--- src/hw/rcd_params.svh ---
// Offsets, field positions and widths of the calendar date register block
`ifndef RCD_PARAMS_SVH
`define RCD_PARAMS_SVH

`define RCD_ADDR_W 4
`define RCD_OFF_DATE 4'h0
`define RCD_OFF_CTRL 4'h4

`define RCD_YEAR_TENS_HI 31
`define RCD_YEAR_TENS_LO 28
`define RCD_YEAR_UNITS_HI 27
`define RCD_YEAR_UNITS_LO 24
`define RCD_MONTH_TENS_BIT 20
`define RCD_MONTH_UNITS_HI 19
`define RCD_MONTH_UNITS_LO 16
`define RCD_DATE_TENS_HI 13
`define RCD_DATE_TENS_LO 12
`define RCD_DATE_UNITS_HI 11
`define RCD_DATE_UNITS_LO 8
`define RCD_WEEKDAY_HI 2
`define RCD_WEEKDAY_LO 0

`define RCD_DATE_IMPL_MASK 32'hFF1F3F07
`define RCD_UNLOCK_BIT 3
`define RCD_BCD_DIGIT_MAX 4'h9
`define RCD_WEEKDAY_MAX 3'h6

`endif

--- src/hw/rcd_pkg.sv ---
// Types shared by the calendar date register block
package rcd_pkg;
	typedef logic [31:0] rcd_word_t;
	typedef enum logic [1:0] {
		RCD_ACC_NONE,
		RCD_ACC_WRITE,
		RCD_ACC_READ
	} rcd_access_t;
endpackage

--- src/hw/rcd_calendar_date.sv ---
// Calendar date holding register with write-unlock gating
//
// The register addresses and the plain strobed port are this design's own decisions.
`include "rcd_params.svh"

module rcd_calendar_date (
	input wire logic clk_i, // 10 MHz register clock
	input wire logic rst_n_i, // Synchronous reset, active low
	input wire logic [`RCD_ADDR_W-1:0] addr_i, // Register byte address
	input wire logic [31:0] wdata_i, // Write data
	input wire logic wr_i, // Write strobe
	input wire logic rd_i, // Read strobe
	output logic [31:0] rdata_o, // Read data, valid the cycle after rd_i
	output logic calendar_write_unlock_o, // Current write-unlock bit
	output logic [3:0] year_tens_digit_o, // Year tens digit
	output logic [3:0] year_units_digit_o, // Year units digit
	output logic month_tens_digit_o, // Month tens digit
	output logic [3:0] month_units_digit_o, // Month units digit
	output logic [1:0] date_tens_digit_o, // Day-of-month tens digit
	output logic [3:0] date_units_digit_o, // Day-of-month units digit
	output logic [2:0] weekday_number_o // Weekday number
);

	rcd_pkg::rcd_word_t calendar_date_value;
	logic calendar_write_unlock;
	logic date_wr;
	logic ctrl_wr;
	rcd_pkg::rcd_word_t next_rdata;
	logic date_load;
	logic date_loaded;
	rcd_pkg::rcd_access_t access_kind;
	logic write_digits_legal;
	logic held_digits_legal;

	assign date_wr = wr_i && (addr_i == `RCD_OFF_DATE);
	assign ctrl_wr = wr_i && (addr_i == `RCD_OFF_CTRL);
	assign date_load = date_wr && calendar_write_unlock;

	// Control word: only the unlock bit is implemented here
	always_ff @(posedge clk_i) begin
		if (!rst_n_i) begin
			calendar_write_unlock <= 1'b0;
		end else if (ctrl_wr) begin
			calendar_write_unlock <= wdata_i[`RCD_UNLOCK_BIT];
		end
	end

	// No reset on purpose: the date is undefined until software loads it
	always_ff @(posedge clk_i) begin
		if (date_wr && calendar_write_unlock) begin
			calendar_date_value <= wdata_i & `RCD_DATE_IMPL_MASK;
		end
	end

	always_comb begin
		next_rdata = 32'h00000000;
		case (addr_i)
			`RCD_OFF_DATE: next_rdata = calendar_date_value & `RCD_DATE_IMPL_MASK;
			`RCD_OFF_CTRL: next_rdata[`RCD_UNLOCK_BIT] = calendar_write_unlock;
			default: next_rdata = 32'h00000000;
		endcase
	end

	// Read data stands only in the cycle after the strobe
	always_ff @(posedge clk_i) begin
		if (!rst_n_i) begin
			rdata_o <= 32'h00000000;
		end else if (rd_i) begin
			rdata_o <= next_rdata;
		end else begin
			rdata_o <= 32'h00000000;
		end
	end

	always_ff @(posedge clk_i) begin
		if (!rst_n_i) begin
			calendar_write_unlock_o <= 1'b0;
		end else begin
			calendar_write_unlock_o <= (ctrl_wr) ? wdata_i[`RCD_UNLOCK_BIT] : calendar_write_unlock;
		end
	end

	// Field outputs mirror the register; written fields appear with the stored value
	always_ff @(posedge clk_i) begin
		if (date_wr && calendar_write_unlock) begin
			year_tens_digit_o <= wdata_i[`RCD_YEAR_TENS_HI:`RCD_YEAR_TENS_LO];
			year_units_digit_o <= wdata_i[`RCD_YEAR_UNITS_HI:`RCD_YEAR_UNITS_LO];
			month_tens_digit_o <= wdata_i[`RCD_MONTH_TENS_BIT];
			month_units_digit_o <= wdata_i[`RCD_MONTH_UNITS_HI:`RCD_MONTH_UNITS_LO];
			date_tens_digit_o <= wdata_i[`RCD_DATE_TENS_HI:`RCD_DATE_TENS_LO];
			date_units_digit_o <= wdata_i[`RCD_DATE_UNITS_HI:`RCD_DATE_UNITS_LO];
			weekday_number_o <= wdata_i[`RCD_WEEKDAY_HI:`RCD_WEEKDAY_LO];
		end
	end

	// Assertion helper: set by the first accepted date write, so no check compares unknown contents
	always_ff @(posedge clk_i) begin
		if (!rst_n_i) begin
			date_loaded <= 1'b0;
		end else if (date_load) begin
			date_loaded <= 1'b1;
		end
	end

	// Assertion helper: kind of access this cycle; the master never raises both strobes
	always_comb begin
		access_kind = rcd_pkg::RCD_ACC_NONE;
		if (wr_i) begin
			access_kind = rcd_pkg::RCD_ACC_WRITE;
		end else if (rd_i) begin
			access_kind = rcd_pkg::RCD_ACC_READ;
		end
	end

	// Illegal digits are stored as written, so legality is only promised after legal writes
	always_comb begin
		write_digits_legal = (wdata_i[`RCD_YEAR_TENS_HI:`RCD_YEAR_TENS_LO] <= `RCD_BCD_DIGIT_MAX)
			&& (wdata_i[`RCD_YEAR_UNITS_HI:`RCD_YEAR_UNITS_LO] <= `RCD_BCD_DIGIT_MAX)
			&& (wdata_i[`RCD_MONTH_UNITS_HI:`RCD_MONTH_UNITS_LO] <= `RCD_BCD_DIGIT_MAX)
			&& (wdata_i[`RCD_DATE_UNITS_HI:`RCD_DATE_UNITS_LO] <= `RCD_BCD_DIGIT_MAX)
			&& (wdata_i[`RCD_WEEKDAY_HI:`RCD_WEEKDAY_LO] <= `RCD_WEEKDAY_MAX);
	end

	always_comb begin
		held_digits_legal = (year_tens_digit_o <= `RCD_BCD_DIGIT_MAX)
			&& (year_units_digit_o <= `RCD_BCD_DIGIT_MAX)
			&& (month_units_digit_o <= `RCD_BCD_DIGIT_MAX)
			&& (date_units_digit_o <= `RCD_BCD_DIGIT_MAX)
			&& (weekday_number_o <= `RCD_WEEKDAY_MAX);
	end
endmodule

--- config.mk ---
export PLATFORM = sky130hd
export DESIGN_NAME = rcd_calendar_date
export DESIGN_NICKNAME = d
export VERILOG_FILES = /design/src/hw/rcd_pkg.sv /design/src/hw/rcd_calendar_date.sv
export VERILOG_INCLUDE_DIRS = /design/src /design/src/hw
export SDC_FILE = /design/constraint.sdc
export NUM_CORES = 1
export LEC_CHECK = 0
export ABC_AREA = 0
export BUFFER_PORTS_ARGS = -buffer_cell sky130_fd_sc_hd__buf_2
export CAP_MARGIN = 10
export CORE_MARGIN = 3
export CORE_UTILIZATION = 37
export CTS_CLUSTER_SIZE = 14
export DETAILED_ROUTE_END_ITERATION = 12
export HOLD_SLACK_MARGIN = 0.06
export PLACE_DENSITY_LB_ADDON = 0.05
export SYNTH_ARGS = -nofsm -noshare
export SYNTH_HDL_FRONTEND = slang
export SYNTH_SLANG_ARGS = --single-unit
--- constraint.sdc ---
create_clock -name clk_i -period 1.3 [get_ports clk_i]
set_input_delay 0.26 -clock clk_i [delete_from_list [all_inputs] [get_ports clk_i]]
set_output_delay 0.26 -clock clk_i [all_outputs]
set_load 0.005 [all_outputs]
After elaboration in Yosys (flattened, before gate mapping)
Index checks and enable logic that the tools add are counted.
Cells by class
  equality and inequality tests: 1
  reduce and logical (&&, ||, !) cells: 7
Operators by type and width (number)
  3-bit AND reduction: 2
  4-bit by 3-bit equality test with 1-bit output, second input constant: 1
  4-bit logical NOT: 1
  1-bit logical AND: 3
  2-bit AND reduction: 1
Storage, ports and cells
  word-level logic and storage cells: 20
  input bits: 40
  bits in registers: 77
  output and inout port bits: 55

Logic depth before layout (Yosys ltp)
  depth in word-level cells: 3
  depth in mapped cells: 4

Worst setup path after synthesis
Ideal clock, no wire load.
  path type: input to register
  start point: input port addr_i[3]
  end point: register calendar_date_value[11] (enable)
  data required time: 0.949 ns
  stages: 2
  arrival time: 0.984 ns
  path slack: -0.035 ns
  buffers on the path: 0
  setup time: 0.351 ns
  cells stage by stage: nor4_2 and3_2
On the way
  word-level cells in the longest chain between the ends: 3
RTL lines
  from (decl): line rcd_calendar_date.sv:9  | input wire logic [`RCD_ADDR_W-1:0] addr_i,
  4-bit logical NOT
  1-bit logical AND: line rcd_calendar_date.sv:35  | assign date_wr = wr_i && (addr_i == `RCD_OFF_DATE);
  1-bit logical AND: line rcd_calendar_date.sv:50  | if (date_wr && calendar_write_unlock) begin
  to (signal assigned): line rcd_calendar_date.sv:51  | calendar_date_value <= wdata_i & `RCD_DATE_IMPL_MASK;
  to (decl): line rcd_calendar_date.sv:24  | rcd_pkg::rcd_word_t calendar_date_value;
Every way passes these cells.
A chain may end at the register's enable or synchronous reset.

Worst setup path after layout
  start point: input port addr_i[3]
  end point: register date_tens_digit_o[0] (enable)
On the way
  word-level cells in the longest chain between the ends: 3
RTL lines
  4-bit logical NOT
  1-bit logical AND: line rcd_calendar_date.sv:35
  1-bit logical AND: line rcd_calendar_date.sv:85  | if (date_wr && calendar_write_unlock) begin
  to (signal assigned): line rcd_calendar_date.sv:90  | date_tens_digit_o <= wdata_i[`RCD_DATE_TENS_HI:`RCD_DATE_TENS_LO];
  to (decl): line rcd_calendar_date.sv:19  | output logic [1:0] date_tens_digit_o,
Every way passes these cells.

==> results.sh <==
export IMPL_fin_crit_ps=1100
export IMPL_synthTopCellsByCount="dfxtp_1 (24), edfxtp_1 (22), and2_1 (11), and2_2 (11), buf_4 (9)"
export IMPL_synth_top_area_share=0.453
export IMPL_critPathMaxStageDelay_ps=330
export IMPL_max_vdd_ir_drop_mv=0.653
export IMPL_antenna_found_initial=0
export IMPL_fin_cells=223
export IMPL_status="finished, final reports clean"
export IMPL_grt_max_degree=23
export IMPL_h_tree_depth=2
export IMPL_remaining_drc_errors=0
export IMPL_slew_viol_final=0
export IMPL_critical_path_startpoint_type="input pin"
export IMPL_skew_ps=2.26
export IMPL_setup_worst_path_class="in2reg"
export IMPL_coreArea_um2=3720
export IMPL_hold_path_end="calendar_date_value[20]"
export IMPL_grt_pass1_vias=869
export IMPL_clock_latency_ps=290
export IMPL_synth_seq_area_share=0.783
export IMPL_critPathLaunch="addr_i[3]"
export IMPL_hold_viol=0
export IMPL_drive_gt1_frac=0.566
export IMPL_r2r_slack_ps=280
export IMPL_cts_root_buffer="clkbuf_8"
export IMPL_yosysWarnings=0
export IMPL_via_per_inst=4.13
export IMPL_start_util=0.392
export IMPL_crit_path_end_kind="flip-flop"
export IMPL_path_clk_slew_ps=80
export IMPL_maxCapViolCount=0
export IMPL_cts_max_path_buffers=2
export IMPL_path_cells="buf_2 -> nor4_2 -> and3_4 -> buf_12"
export IMPL_netlist_area_um2=1460
export IMPL_yosysTopAreaCell="edfxtp_1"
export IMPL_synthTopCellsByArea="edfxtp_1 (45%), dfxtp_1 (33%), and2_2 (5.7%), and2_1 (4.7%), buf_4 (4.6%)"
export IMPL_setup_viol=0
export IMPL_rsz0062_at_grt="false"
export IMPL_post_route_period_util=0.844
export IMPL_finalSetupTns_ps=0
export IMPL_finalWirelength_um=2700
export IMPL_p_leak_nw=0.931
export IMPL_cpLargestDelayFamily="simple AND/OR/NAND/NOR gates"
export IMPL_cts_tree="built"
export IMPL_hpwl_um=2090
export IMPL_syn_area_per_cell_um2=16.0
export IMPL_globalRouteTotalUtil=0.118
export IMPL_r2r_start="calendar_write_unlock_o"
export IMPL_diodes=0
export IMPL_cp_max_fo=12
export IMPL_ys_ff_latch=46
export IMPL_min_path_cells=1
export IMPL_wire_per_inst_um=12.1
export IMPL_power_density_nw_per_um2=1300
export IMPL_die_x_um=68.8
export IMPL_dieArea_um2=4730
export IMPL_min_from="wdata_i[20]"
export IMPL_fmax_mhz=911
export IMPL_slowest_stage="nor4_2"
export IMPL_drt_initial_drc_count=28
export IMPL_postCtsSetupRepairBufs=0
export IMPL_rows=22
export IMPL_numCtsBuffers=5
export IMPL_grt_overflow_total=0
export IMPL_cp_num_buf_inv=2
export IMPL_first_pass_iters=2
export IMPL_cp_data_required_time_ps=1310
export IMPL_fp_dieH_um=68.8
export IMPL_r2r_cells=2
export IMPL_port_buffer_count=76
export IMPL_numClockSinks=46
export IMPL_place_inst=215
export IMPL_async_flop_share=0
export IMPL_r2r_end="date_tens_digit_o[0]"
export IMPL_arrival_ps=1110
export IMPL_nNetsFinal=214
export IMPL_gp_congestion=0.709
export IMPL_pin_count=95
export IMPL_synth_cell_type_count=15
export IMPL_synth_edf_count=22
export IMPL_area_growth_pct=36.9
export IMPL_final_util=0.537
export IMPL_vias=920
export IMPL_worstHoldPathType="in2reg"
export IMPL_detail_route_antenna_nets=0
export IMPL_ys_flop_type="dfxtp_1"
export IMPL_cts_resized=0
export IMPL_netlist_instances=91
export IMPL_grt_pass1_wl_um=3770
export IMPL_yosysMostFrequentCell="dfxtp_1"
export IMPL_hold_buffers=0
final cells by class:
cell class                      count  area (um^2)
Clock buffer                        7         76.3
Clock inverter                      1         30.0
Tap cell                           48         60.1
Sequential cell                    46         1140
Timing Repair Buffer               79          428
Fill cell                         346         1720
Multi-Input combinational cell     42          260
kinds of logic after synthesis:
kind of cell | Yosys count | synth area share
buffers and inverters | 11 | 0.0618
multiplexers | 1 | 0.00687
flip-flops | 46 | 0.783
AND/OR/NAND/NOR | 32 | 0.146
other | 1 | 0.00257
metal layers:
metal	wire length [um]	track usage	part of all wire
met2	1480	0.209	0.55
met3	275	0.0648	0.10
met5	0	0	0
met4	17	0.0584	0.0063
met1	934	0.108	0.35
layout by cell type, fill, tap and decap left out:
cell,count
nand2_1,3
conb_1,9
nor4_2,1
edfxtp_1,22
nor2_1,1
nand3_1,2
and2_1,11
nor3_1,1
buf_2,76
clkbuf_8,5
clkbuf_1,2
and3_4,2
mux2i_1,1
dfxtp_1,24
buf_12,2
buf_4,1
bufinv_16,1
and2_2,11
sequential cells by signal (all words and copies together) (netlist names):
name and flops:
date_tens_digit_o 1, calendar_write_unlock_o 1, year_tens_digit_o 4, month_units_digit_o 3, year_units_digit_o 3, calendar_date_value 6
rdata_o 23, weekday_number_o 2, date_units_digit_o 3
power by group:
group / internal [mW] / switching, mW / leakage [nW]
Sequential: 1.52 / 0.00110 / 0.391
Clock: 0.575 / 0.436 / 0.0524
Combinational: 0.0406 / 0.0313 / 0.487
Total: 2.13 / 0.469 / 0.931
worst register-to-register path, delay by kind of cell, from the launching register on:
family / cells / cell delay, ps
DFF: 1 / 370
and+or+nand+nor: 1 / 230
buffers and inverters: 1 / 140
worst max-delay path by stage:
stage / end / slack [ps] / cells after the start
after global routing: year_units_digit_o[0] / 140 / 1
final: date_tens_digit_o[0] / 200 / 4
after detailed placement: year_units_digit_o[0] / -120 / 4
after CTS: year_tens_digit_o[1] / 190 / 1
after floorplan: calendar_date_value[11] / 70 / 2
after global placement: date_tens_digit_o[0] / -80 / 4
stage by stage:
stage,worst slack [ps],hold slack [ps],cell area (um^2),power [mW]
after CTS,189,128,2000,2.63
after global routing,140,112,2000,2.71
after global placement,-78.4,437,1890,1.62
after detailed placement,-117,438,1890,1.62
after floorplan,69.5,359,1490,1.59
final,203,142,2000,2.60
No activity file was read; power rests on OpenSTA's default activity.
